**config.mk**
```make
export PLATFORM = sky130hd
export DESIGN_NAME = tra_top
export DESIGN_NICKNAME = d
export VERILOG_FILES = /design/src/common/tra_pkg.sv /design/src/core/tra_top.sv /design/src/core/tra_regfile.sv
export VERILOG_INCLUDE_DIRS = /design/src /design/src/common
export SDC_FILE = /design/constraint.sdc
export NUM_CORES = 1
export LEC_CHECK = 0
export ABC_AREA = 1
export BUFFER_PORTS_ARGS = -buffer_cell sky130_fd_sc_hd__buf_2
export CORE_ASPECT_RATIO = 0.5
export CORE_MARGIN = 8
export CORE_UTILIZATION = 40
export DETAILED_ROUTE_END_ITERATION = 7
export MAX_ROUTING_LAYER = met4
export SLEW_MARGIN = 20
export SYNTH_ARGS = -nofsm -noshare
export SYNTH_HDL_FRONTEND = slang
export SYNTH_HIERARCHICAL = 1
export SYNTH_SLANG_ARGS = --single-unit
```
**constraint.sdc**
```tcl
create_clock -name mclk -period 4.7 [get_ports mclk]
set_input_delay 0 -clock mclk [delete_from_list [all_inputs] [get_ports mclk]]
set_output_delay 0 -clock mclk [all_outputs]
set_load 0.005 [all_outputs]
```
**src/common/tra_consts.svh**
```systemverilog
// Constants of the terminal register-access channel: control byte layout,
// register indices, unlock value and reset values.
// Assumes inclusion by bare name from the package and the design modules.
`ifndef TRA_CONSTS_SVH
`define TRA_CONSTS_SVH

`define TRA_BYTE_W 8
`define TRA_WORD_W 16
`define TRA_DIN_W 8
`define TRA_IDX_W 6
`define TRA_CTRL_REG_BIT 7
`define TRA_CTRL_WR_BIT 6
`define TRA_IDX_MSB 5
`define TRA_IDX_LSB 0
`define TRA_IDX_FW_VERSION 6'h09
`define TRA_IDX_UNLOCK_CODE 6'h1f
`define TRA_IDX_FEATURE 6'h20
`define TRA_UNLOCK_VALUE 16'h1235
`define TRA_CODE_RESET 16'h0000
`define TRA_FEATURE_RESET 16'h0000
`define TRA_WR_ACK_MASK 8'hbf
`define TRA_WORD_ZERO 16'h0000
`define TRA_BYTE_ZERO 8'h00
// Arbitrary version text, two ASCII characters
`define TRA_FW_VERSION_DEFAULT 16'h3130

`endif

```
**src/common/tra_pkg.sv**
```systemverilog
// Types of the terminal register-access channel: sequencer states and the
// packed state records of the two design modules.
// Assumes tra_consts.svh is on the include path.
package tra_pkg;

`include "tra_consts.svh"

    typedef enum logic [2:0] {
        tra_st_idle = 3'b001,
        tra_st_exec = 3'b010,
        tra_st_resp = 3'b100
    } tra_state_e;

    typedef struct packed {
        tra_state_e state;
        logic [`TRA_BYTE_W-1:0] cap_ctrl;
        logic [`TRA_WORD_W-1:0] cap_data;
        logic [`TRA_DIN_W-1:0] din_s1;
        logic [`TRA_DIN_W-1:0] din_s2;
        logic [`TRA_BYTE_W-1:0] status;
        logic [`TRA_WORD_W-1:0] in_word;
        logic resp;
        logic [`TRA_WORD_W-1:0] feature_active;
    } tra_top_s;

    typedef struct packed {
        logic [`TRA_WORD_W-1:0] code_word;
        logic [`TRA_WORD_W-1:0] feature;
    } tra_rf_s;

endpackage : tra_pkg

```
**src/core/tra_top.sv**
```systemverilog
// Register-access channel of an I/O terminal carried in the cyclic process
// image: control byte plus output word in, status byte plus input word out.
// Assumes the coupler logic runs on mclk and pulses pd_strobe once per new
// output image; din_pins are raw terminal inputs from outside the domain.
//
// Summary of operation
// - Control bit 7 set selects register access
// - Control bit 6 clear reads, set writes
// - Low six control bits give register index
// - Read ignores the output data word
// - Read acknowledge echoes control byte as status
// - Read returns addressed register in input word
// - Write acknowledge is control byte, bit 6 cleared
// - Locked: only code-word register accepts writes
// - Unlock value in code word opens writes
// - Other code word value restores protection
// - Changes retained, applied only after restart
// - Index nine returns two-character firmware version
// - Code-word register reads back last write
// - Feature register writable when unlocked, reads back
`timescale 1ns/100ps
`include "tra_consts.svh"

module tra_top
    import tra_pkg::*;
#(
    // Arbitrary version text, two ASCII characters
    parameter logic [`TRA_WORD_W-1:0] FW_VERSION = `TRA_FW_VERSION_DEFAULT
) (
    input wire logic mclk,
    input wire logic resetn,
    input wire logic nvm_init_n,
    input wire logic pd_strobe,
    input wire logic [`TRA_BYTE_W-1:0] ctrl_byte,
    input wire logic [`TRA_WORD_W-1:0] output_data_word,
    input wire logic [`TRA_DIN_W-1:0] din_pins,
    output logic [`TRA_BYTE_W-1:0] status_byte,
    output logic [`TRA_WORD_W-1:0] input_data_word,
    output logic resp_strobe,
    output logic [`TRA_WORD_W-1:0] feature_active
);

    tra_top_s st_reg;
    tra_top_s st_next;

    logic rf_wr_en;
    logic [`TRA_WORD_W-1:0] rf_rdata;
    logic rf_wr_accepted;
    logic rf_unlocked;
    logic [`TRA_WORD_W-1:0] rf_code;
    logic [`TRA_WORD_W-1:0] rf_feature;

    function automatic logic is_reg_mode(input logic [`TRA_BYTE_W-1:0] c);
        is_reg_mode = c[`TRA_CTRL_REG_BIT];
    endfunction : is_reg_mode

    function automatic logic is_write(input logic [`TRA_BYTE_W-1:0] c);
        is_write = c[`TRA_CTRL_WR_BIT];
    endfunction : is_write

    function automatic logic [`TRA_IDX_W-1:0] reg_index(input logic [`TRA_BYTE_W-1:0] c);
        reg_index = c[`TRA_IDX_MSB:`TRA_IDX_LSB];
    endfunction : reg_index

    tra_regfile #(
        .FW_VERSION(FW_VERSION)
    ) u_regfile (
        .mclk(mclk),
        .nvm_init_n(nvm_init_n),
        .wr_en(rf_wr_en),
        .idx(reg_index(st_reg.cap_ctrl)),
        .wdata(st_reg.cap_data),
        .rdata(rf_rdata),
        .wr_accepted(rf_wr_accepted),
        .unlocked(rf_unlocked),
        .code_word(rf_code),
        .feature_stored(rf_feature)
    );

    // Writes only in the execute cycle; a read never strobes the store
    assign rf_wr_en = (st_reg.state == tra_st_exec) && is_reg_mode(st_reg.cap_ctrl)
        && is_write(st_reg.cap_ctrl);

    always_comb begin
        st_next = st_reg;
        st_next.din_s1 = din_pins;
        st_next.din_s2 = st_reg.din_s1;
        st_next.resp = 1'b0;
        case (st_reg.state)
            tra_st_idle: begin
                // Strobes arriving outside idle are dropped; the host
                // holds the image until it sees its acknowledge
                if (pd_strobe) begin
                    st_next.cap_ctrl = ctrl_byte;
                    st_next.cap_data = output_data_word;
                    st_next.state = tra_st_exec;
                end
            end
            tra_st_exec: begin
                st_next.state = tra_st_resp;
                st_next.resp = 1'b1;
                if (!is_reg_mode(st_reg.cap_ctrl)) begin
                    st_next.status = st_reg.din_s2;
                    st_next.in_word = `TRA_WORD_ZERO;
                end else if (is_write(st_reg.cap_ctrl)) begin
                    // Input word left as it was: its content is void
                    st_next.status = st_reg.cap_ctrl & `TRA_WR_ACK_MASK;
                end else begin
                    st_next.status = st_reg.cap_ctrl;
                    st_next.in_word = rf_rdata;
                end
            end
            tra_st_resp: begin
                st_next.state = tra_st_idle;
            end
            default: begin
                st_next.state = tra_st_idle;
            end
        endcase
        if (!resetn) begin
            st_next.state = tra_st_idle;
            st_next.cap_ctrl = `TRA_BYTE_ZERO;
            st_next.cap_data = `TRA_WORD_ZERO;
            st_next.din_s1 = `TRA_BYTE_ZERO;
            st_next.din_s2 = `TRA_BYTE_ZERO;
            st_next.status = `TRA_BYTE_ZERO;
            st_next.in_word = `TRA_WORD_ZERO;
            st_next.resp = 1'b0;
            // Restart is the only moment stored settings reach the terminal
            st_next.feature_active = rf_feature;
        end
    end

    always_ff @(posedge mclk) begin
        st_reg <= st_next;
    end

    assign status_byte = st_reg.status;
    assign input_data_word = st_reg.in_word;
    assign resp_strobe = st_reg.resp;
    assign feature_active = st_reg.feature_active;
endmodule : tra_top

```
**src/core/tra_regfile.sv**
```systemverilog
// Retained register store of the register-access channel: code word and
// feature register, write protection, and the read multiplexer.
// Assumes a single clock mclk; the store survives resetn and is cleared only
// by nvm_init_n, standing in for blank non-volatile memory.
`timescale 1ns/100ps
`include "tra_consts.svh"

module tra_regfile
    import tra_pkg::*;
#(
    parameter logic [`TRA_WORD_W-1:0] FW_VERSION = `TRA_FW_VERSION_DEFAULT
) (
    input wire logic mclk,
    input wire logic nvm_init_n,
    input wire logic wr_en,
    input wire logic [`TRA_IDX_W-1:0] idx,
    input wire logic [`TRA_WORD_W-1:0] wdata,
    output logic [`TRA_WORD_W-1:0] rdata,
    output logic wr_accepted,
    output logic unlocked,
    output logic [`TRA_WORD_W-1:0] code_word,
    output logic [`TRA_WORD_W-1:0] feature_stored
);

    tra_rf_s st_reg;
    tra_rf_s st_next;

    // Only the code word is open while locked
    function automatic logic writable(input logic [`TRA_IDX_W-1:0] i, input logic open);
        writable = (i == `TRA_IDX_UNLOCK_CODE) || (open && (i == `TRA_IDX_FEATURE));
    endfunction : writable

    function automatic logic [`TRA_WORD_W-1:0] read_mux(input logic [`TRA_IDX_W-1:0] i,
                                                        input tra_rf_s s);
        case (i)
            `TRA_IDX_FW_VERSION: read_mux = FW_VERSION;
            `TRA_IDX_UNLOCK_CODE: read_mux = s.code_word;
            `TRA_IDX_FEATURE: read_mux = s.feature;
            default: read_mux = `TRA_WORD_ZERO;
        endcase
    endfunction : read_mux

    always_comb begin
        unlocked = (st_reg.code_word == `TRA_UNLOCK_VALUE);
        wr_accepted = wr_en && writable(idx, unlocked);
        rdata = read_mux(idx, st_reg);
        st_next = st_reg;
        if (!nvm_init_n) begin
            st_next.code_word = `TRA_CODE_RESET;
            st_next.feature = `TRA_FEATURE_RESET;
        end else if (wr_accepted) begin
            if (idx == `TRA_IDX_UNLOCK_CODE) begin
                st_next.code_word = wdata;
            end else begin
                st_next.feature = wdata;
            end
        end
    end

    always_ff @(posedge mclk) begin
        st_reg <= st_next;
    end

    assign code_word = st_reg.code_word;
    assign feature_stored = st_reg.feature;

endmodule : tra_regfile

```
==> run metrics, run 1 <==
hpwl dp roughly 7.7 mm; CP Max Fanout 32; CP Class reg -> reg; synthesized cell area a little over 5000 um^2; CTS-repair resized insts 0; crit path time final 2770 ps; area grow syn2layout 20.6%; row count 29; Initial Util 0.409; Final Non-Filler Cells ~980; initial antenna violation count 0; DR vias between 4,000 and 5,000; Max rail drop VDD 0.219 mV; Total GRT Usage 0.148; R2R cell count 5; Startpoint Class flip-flop; Internal between 1.5 and 2 mW; Buffers on Ports 76; DR WL/cell ~12 um; post-route clock period utilization 0.590; Synthesized Nets ~770; Avg Cell Area, Syn approximately 7 um^2; Post-CTS Setup Bufs 0; sw power 0.561 mW; synthesized instance count roughly 730; largest net degree at the start of global routing 49; worst path required time 4950 ps; Final #Nets about 830; status complete, no violations; Clock Tree Root clkbuf_16; Seq pwr share 0.421; Setup TNS 0 ps; Slew headroom 0.323; CTS tree done; total I/O pin count 77; max reg flops between 40 and 50; Core Box Area 12,700 um^2; max-slew violation count 0; Max Fclk between 300 and 400 MHz; layout cell share with drive strength beyond 1 0.155; FILL cells roughly 1,300; HP Class in -> reg; Max-Cap Viols 0; CTS buffer count 17; Logic pwr share 0.065; H-tree Lvls 4; n_diodes 0; Final Setup Violations 0; dpl cells 910; mean number of vias per cell roughly 4.2; total grt overflow 0; worst path cell trace nand2_1 > nor2_1 > nand3_1 > o21ai_0 > a21oi_1; Worst Tran Pin Value roughly 1000 ps; CP max stage delay between 900 and 1000 ps; Post-Route WL 11.6 mm; clk_lat worst skew 410 ps; Worst Hold Depth 3; RSZ-0062 raised after global routing false; Routed Antenna Nets 0; first-pass GRT wire length between 15 and 20 mm; CP endpoint kind flip-flop; die area 17,100 um^2; Ys Warns 6; LEAKAGE between 3 and 4 nW; PwrDens ~410 nW/um^2; vias in the first global route approximately 4,000; DRT iter0 DRCs 256; first drt pass iteration count 4; GPL Wtd Cong 0.835; clk_skew 8.85 ps; clock buffer depth 2; sw frac 0.220; clock share of power 0.514; final-report hold violation count 0; Finished Cell Area 6240 um^2; register clock-pin slew on the reported worst setup and hold paths 50 ps; Placed Area approximately 5300 um^2; Die X about 180 um; drt drc 0; Crit-path slowest cell dfxtp_1; Worst EP arrival a little over 3000 ps; Die Ht between 90 and 100 um; sink count of the clock tree between 100 and 150
path summary, 6_finish.rpt:
path | startpoint | to | slack [ps]
setup / recovery | st_reg[80] | u_regfile/code_word[8] | 1930
hold / removal | nvm_init_n | u_regfile/feature_stored[3] | 60
setup reg to reg | st_reg[80] | u_regfile/code_word[8] | 1930
hold reg to reg | st_reg[50] | st_reg[42] | 400
stage by stage:
stage          power (mW)   util  hold WS, ps  setup slack (ps)
3_3_place_gp         1.23  0.417          182              2110
5_1_grt              2.64  0.493         70.3              1630
4_1_cts              2.57  0.493         64.8              1990
2_1_floorplan        1.20      -         97.6              3010
3_5_place_dp         1.24  0.419          186              2000
6_report             2.55  0.493         59.5              1930
timing repair:
action | in CTS | in global routing
setup endpoints to repair | 0 | 0
endpoints found under the hold margin | 33 | 0
hold buffers | 33 | 0
per-layer routing:
layer  global-route usage  up-vias  share of wire
met5                    -        -              0
met4               0.0591        0          0.015
met3               0.0372       16          0.040
met2                0.230       77           0.44
met1                0.184     1789           0.50
li1                     -     2248              -
worst max-delay path, delay by kind of cell, from the launching register on:
kind / cells / cell delay, ps
flops: 1 / 910
compound gates: 2 / 530
simple gates: 3 / 1170
cell usage in the layout, fill, tap and decap left out, types with 3 or more instances in the layout:
cell / count
nor2_1: 143
nand3_1: 20
o21ai_0: 28
inv_1: 119
dfxtp_1: 100
nand2_2: 3
a21oi_1: 18
dlygate4sd3_1: 33
nor2_2: 5
buf_2: 76
inv_2: 4
o211ai_1: 5
clkinv_2: 7
bufinv_16: 3
clkbuf_8: 3
clkbuf_16: 17
nand2_1: 195
edfxtp_1: 16
layout make-up:
type | count | area [um^2] | area share
clock buffer | 22 | 474 | 0.0760
clock inverter | 10 | 129 | 0.0207
inverter | 124 | 467 | 0.0748
multi-input combinational | 423 | 1740 | 0.279
sequential | 116 | 2480 | 0.398
tap | 170 | 213 | 0.0341
timing repair buffer | 110 | 731 | 0.117
power groups by stage:
stage	logic, mW	registers, mW	clock network (mW)
after global placement	0.144	1.09	0
after CTS	0.168	1.07	1.33
final	0.167	1.07	1.31
after detailed placement	0.146	1.09	0
after global routing	0.193	1.08	1.37
after floorplan	0.125	1.08	0
Power figures use the tool's default switching activity.
==> inputs of run 2 (changes only) <==
Settings changed: ABC_AREA 1 to 0.
Clock period 4.7 ns to 2.5 ns, I/O delays scaled along.
==> run 2 against run 1 <==
Effect of this change: register-to-register slack worse by 1200 ps; clock skew grew 2.7 ps; non-clock buffer count rose by 7; power increased by 78%; global-route usage down 0.18 points; sequential power rose by 85%; critical endpoint is now u_regfile/feature_stored[12]; largest cell class unchanged.
==> run metrics, run 2 <==
status complete, no violations; clock buffer depth 2 (unchanged); max reg flops 43 (unchanged); Internal 3.57 mW (+80%); post-route clock period utilization 0.721 (+0.130); row count 28 (-3.4%); mean number of vias per cell 4.70 (+11%); most common cell after layout, fill and taps aside nand2_1; layout cell share with drive strength beyond 1 0.206 (+0.0511); Final #Nets 585 (-29%); Ys Warns 6 (unchanged); Post-CTS Setup Bufs 0 (unchanged); Max Fclk 555 MHz (+54%); register clock-pin slew on the reported worst setup and hold paths 50 ps (about the same); Logic pwr share 0.054 (-0.011); HP Class in -> reg; Clock Tree Root clkbuf_16; RSZ-0062 raised after global routing false; final-report hold violation count 0 (unchanged); CTS tree done; Synthesized Nets 525 (-32%); Post-Route WL 10.8 mm (-7.2%); area grow syn2layout 22.1%; DR WL/cell 14.8 um (+24%); n_diodes 0 (unchanged); DRT iter0 DRCs 169 (-34%); max-slew violation count 0 (unchanged); total grt overflow 0 (unchanged); synthesized cell area 4730 um^2 (-8.6%); vias in the first global route 3,387 (-17%); GPL Wtd Cong 0.736 (-12%); CTS buffer count 17 (unchanged); Initial Util 0.405 (-0.00326); drt drc 0 (unchanged); clk_skew 11.5 ps (+2.67 ps); Setup TNS 0 ps (unchanged); Buffers on Ports 76 (unchanged); PwrDens 785 nW/um^2 (+92%); Setup WS post-layout 698 ps (-1230 ps); Routed Antenna Nets 0 (unchanged); CP Class reg -> reg; first-pass GRT wire length 17.4 mm (-10%); Slew headroom 0.511 (+0.189); Seq pwr share 0.436 (+0.015); hpwl dp 6.95 mm (-10%); Final Setup Violations 0 (unchanged); Worst Tran Pin Value 733 ps (-281 ps); largest net degree at the start of global routing 52 (+6.1%); Finished Cell Area 5770 um^2 (-7.4%); Max rail drop VDD 0.487 mV (+120%); total I/O pin count 77 (unchanged); CP endpoint kind flip-flop; Avg Cell Area, Syn 9.67 um^2 (+37%); initial antenna violation count 0 (unchanged); sw power 0.963 mW (+72%); Worst EP arrival 2130 ps (-900 ps); Total GRT Usage 0.146 (-0.00179); Core Box Area 11,700 um^2 (-7.9%); sink count of the clock tree 116 (unchanged); Max-Cap Viols 0 (unchanged); DR vias 3,414 (-17%); sw frac 0.212 (-0.00804); CP Max Fanout 16 (-50%); most frequent cells in the layout nand2_1, dfxtp_1, buf_2, mux2i_1, nand3_1; Die X 170 um (-4.0%); clock share of power 0.510 (-0.004); first drt pass iteration count 4 (unchanged); Die Ht 92.9 um (-3.7%); Startpoint Class flip-flop; die area 15,800 um^2 (-7.5%); LEAKAGE 2.30 nW (-29%); clk_lat worst skew 410 ps (about the same); worst path required time 2830 ps (-2120 ps); synthesized instance count 489 (-33%); DP Worst Slack 717 ps (-1290 ps); H-tree Lvls 4 (unchanged); Placed Area 4890 um^2 (-7.7%); crit path time final 1800 ps (-973 ps)
run 2: cell type report:
type | count | area, um^2
fillers | 1094 | 5890
flip-flops and latches | 116 | 2480
multi-input cells | 295 | 1750
repair buffers | 117 | 768
clock buffers | 26 | 479
well taps | 165 | 206
clock inverters | 6 | 80.1
inverters | 2 | 7.51
run 2: worst paths after layout:
check | from | endpoint | slack, ps | cells after the start
worst min register to register | st_reg[55] | st_reg[47] | 420 | 1
worst max-delay path | st_reg[74] | u_regfile/feature_stored[12] | 700 | 5
worst min-delay path | resetn | st_reg[81] | 140 | 3
worst max register to register | st_reg[74] | u_regfile/feature_stored[12] | 700 | 5
run 2: metal layers:
layer | wire length [um] | GRT usage | vias up | part of all wire
li1 | - | - | 1738 | -
met2 | 4530 | 0.201 | 72 | 0.42
met1 | 5650 | 0.199 | 1593 | 0.52
met5 | 0 | - | - | 0
met3 | 462 | 0.0403 | 11 | 0.043
met4 | 138 | 0.0571 | 0 | 0.013
run 2: stage by stage:
stage,hold slack [ps],util,instances,total power [mW]
after floorplan,127,-,489,2.16
after global placement,205,0.420,663,2.22
after detailed placement,208,0.420,663,2.22
after CTS,136,0.495,727,4.57
after global routing,168,0.495,727,4.70
final,143,0.495,727,4.53
run 2: power by group through the flow:
stage / logic (mW) / clock network (mW) / registers (mW)
CTS: 0.247 / 2.34 / 1.98
global placement: 0.206 / 0 / 2.01
detailed placement: 0.208 / 0 / 2.02
floorplan: 0.159 / 0 / 2.00
finish: 0.245 / 2.31 / 1.98
global route: 0.274 / 2.44 / 1.98
run 2: worst max-delay path: stages (launching register included):
cell	delay [ps]
dfxtp_1	320
or3_4	410
nor4b_4	280
and3_1	200
buf_4	290
mux2i_1	220
run 2: repair_timing:
action | CTS | global route
hold buffers | 32 | 0
endpoints found under the hold margin | 32 | 0
gates resized for setup | 0 | 0
==> inputs of run 3 (changes only) <==
Clock period 2.5 ns to 1.8 ns, I/O delays scaled along.
==> run 3 against run 2 <==
Effect of this change: fmax up 3.2%; critical path depth up 1; worst setup slack worse by 640 ps; sequential power up 39%; clock power up 30%; via count up 0.67%; design area up 1.6%; clock skew down 2.0 ps; largest power group unchanged.
==> run metrics, run 3 (synthesis results as in run 2) <==
DRT iter0 DRCs 265 (+57%); Pwr Total 6.11 mW (+35%); LEAKAGE 2.34 nW (+1.9%); Final Setup Violations 0 (unchanged); clock buffer depth 2 (unchanged); CP Launch Point st_reg[74]; PwrDens 1040 nW/um^2 (+33%); Max rail drop VDD 0.612 mV (+26%); Worst Hold Depth 3 (unchanged); area grow syn2layout 24.1%; CP endpoint kind flip-flop; Reg-to-Reg Start st_reg[74]; Startpoint Class flip-flop; Core Box Area 11,700 um^2 (unchanged); worst path required time 2130 ps (-700 ps); Buffers on Ports 76 (unchanged); Worst Tran Pin Value 737 ps (+4.40 ps); HP Class in -> reg; FILL cells 1,083 (-1.0%); Max Fclk 573 MHz (+3.2%); register clock-pin slew on the reported worst setup and hold paths 50 ps (about the same); row count 28 (unchanged); H-tree Lvls 4 (unchanged); fin util 0.503 (+0.00804); die area 15,800 um^2 (unchanged); Post-Route WL 10.9 mm (+0.79%); RSZ-0062 raised after global routing true; Max-Cap Viols 0 (unchanged); max-slew violation count 0 (unchanged); Die X 170 um (unchanged); max reg flops 43 (unchanged); Die Ht 92.9 um (unchanged); Setup TNS 0 ps (unchanged); clk_lat worst skew 410 ps (about the same); first drt pass iteration count 5 (+1); Clock Tree Root clkbuf_16; total I/O pin count 77 (unchanged); CP max stage delay 400 ps (about the same); Routed Antenna Nets 0 (unchanged); R2R cell count 6 (+1); Total GRT Usage 0.148 (+0.00201); Slew headroom 0.508 (-0.00293); mean number of vias per cell 4.67 (-0.56%); largest net degree at the start of global routing 52 (unchanged); most common cell after layout, fill and taps aside nand2_1; Initial Util 0.405 (unchanged); Final #Nets 594 (+1.5%); status complete, no violations; hold_sp resetn; vias in the first global route 3,417 (+0.89%); DR WL/cell 14.8 um (-0.44%); drt drc 0 (unchanged); first-pass GRT wire length 17.7 mm (+1.8%); sink count of the clock tree 116 (unchanged); clk_skew 9.55 ps (-1.98 ps); crit path time final 1750 ps (-55.5 ps); n_diodes 0 (unchanged); final-report hold violation count 0 (unchanged); Reg2Reg Setup Slack 50 ps (-640 ps); Worst EP arrival 2080 ps (-50 ps); total grt overflow 0 (unchanged); GPL Wtd Cong 0.745 (+1.2%); layout cell share with drive strength beyond 1 0.228 (+0.0213); most frequent cells in the layout nand2_1, dfxtp_1, buf_2, mux2i_1, nand3_1; hpwl dp 7.14 mm (+2.7%); CP Max Fanout 6 (-10); Final Non-Filler Cells 736 (+1.2%); DR vias 3,437 (+0.67%); worst path cell trace or3_4 > nor4b_4 > buf_4 > and3_4 > buf_6 > mux2i_1; Crit-path slowest cell or3_4; RR Endpoint u_regfile/feature_stored[0]; initial antenna violation count 0 (unchanged); CTS tree done; dpl cells 670 (+1.1%); CP Class reg -> reg; post-route clock period utilization 0.970 (+0.249); Endpoint, Worst Hold st_reg[57]; CTS buffer count 17 (unchanged)
==> run 3: worst max-delay path by stage <==
stage                                              to  slack, ps
after floorplan               u_regfile/code_word[11]        -80
after global placement            input_data_word[13]         90
after detailed placement          input_data_word[10]         50
after CTS                         input_data_word[10]         40
after global routing               input_data_word[0]        -30
final                     u_regfile/feature_stored[0]         50
==> run 3: what timing repair did <==
item / 4_1_cts / 5_1_grt
hold buffers: 32 / 0
gates resized for setup: 0 / 8
setup buffers: 0 / 1
endpoints found under the hold margin: 32 / 0
setup endpoints to repair: 0 / 28
==> run 3: power breakdown <==
group | internal [mW] | switching (mW) | leakage, nW
Clock | 1.90 | 1.10 | 0.258
Combinational | 0.174 | 0.185 | 1.11
Sequential | 2.70 | 0.0459 | 0.978
Total | 4.77 | 1.33 | 2.34
==> run 3: worst max-delay path, delay by kind of cell (launching register included) <==
kind	cells	cell delay [ps]
multiplexers	1	190
flip-flops	1	300
AND/OR/NAND/NOR	3	860
buffers and inverters	2	310
==> run 3: layer usage <==
layer	share of wire	GRT usage	up-vias
met5	0	-	-
met4	0.011	0.0571	0
met3	0.057	0.0458	12
met2	0.41	0.196	79
met1	0.52	0.205	1590
li1	-	-	1756
==> run 3: metrics by stage <==
step	hold slack (ps)	worst slack [ps]	instance area (um^2)
CTS	130	43.6	5830
global placement	204	89.7	4980
global route	150	-25.2	5870
finish	123	53.9	5870
floorplan	127	-77.9	4770
detailed placement	208	54.8	4980
==> run 3: area by class of cell <==
type	count	area [um^2]	share of cell area
inverters	2	7.51	0.00128
repair buffers	126	876	0.149
well taps	165	206	0.0352
clock inverters	4	22.5	0.00384
flip-flops and latches	116	2480	0.423
multi-input cells	295	1770	0.301
clock buffers	28	507	0.0864
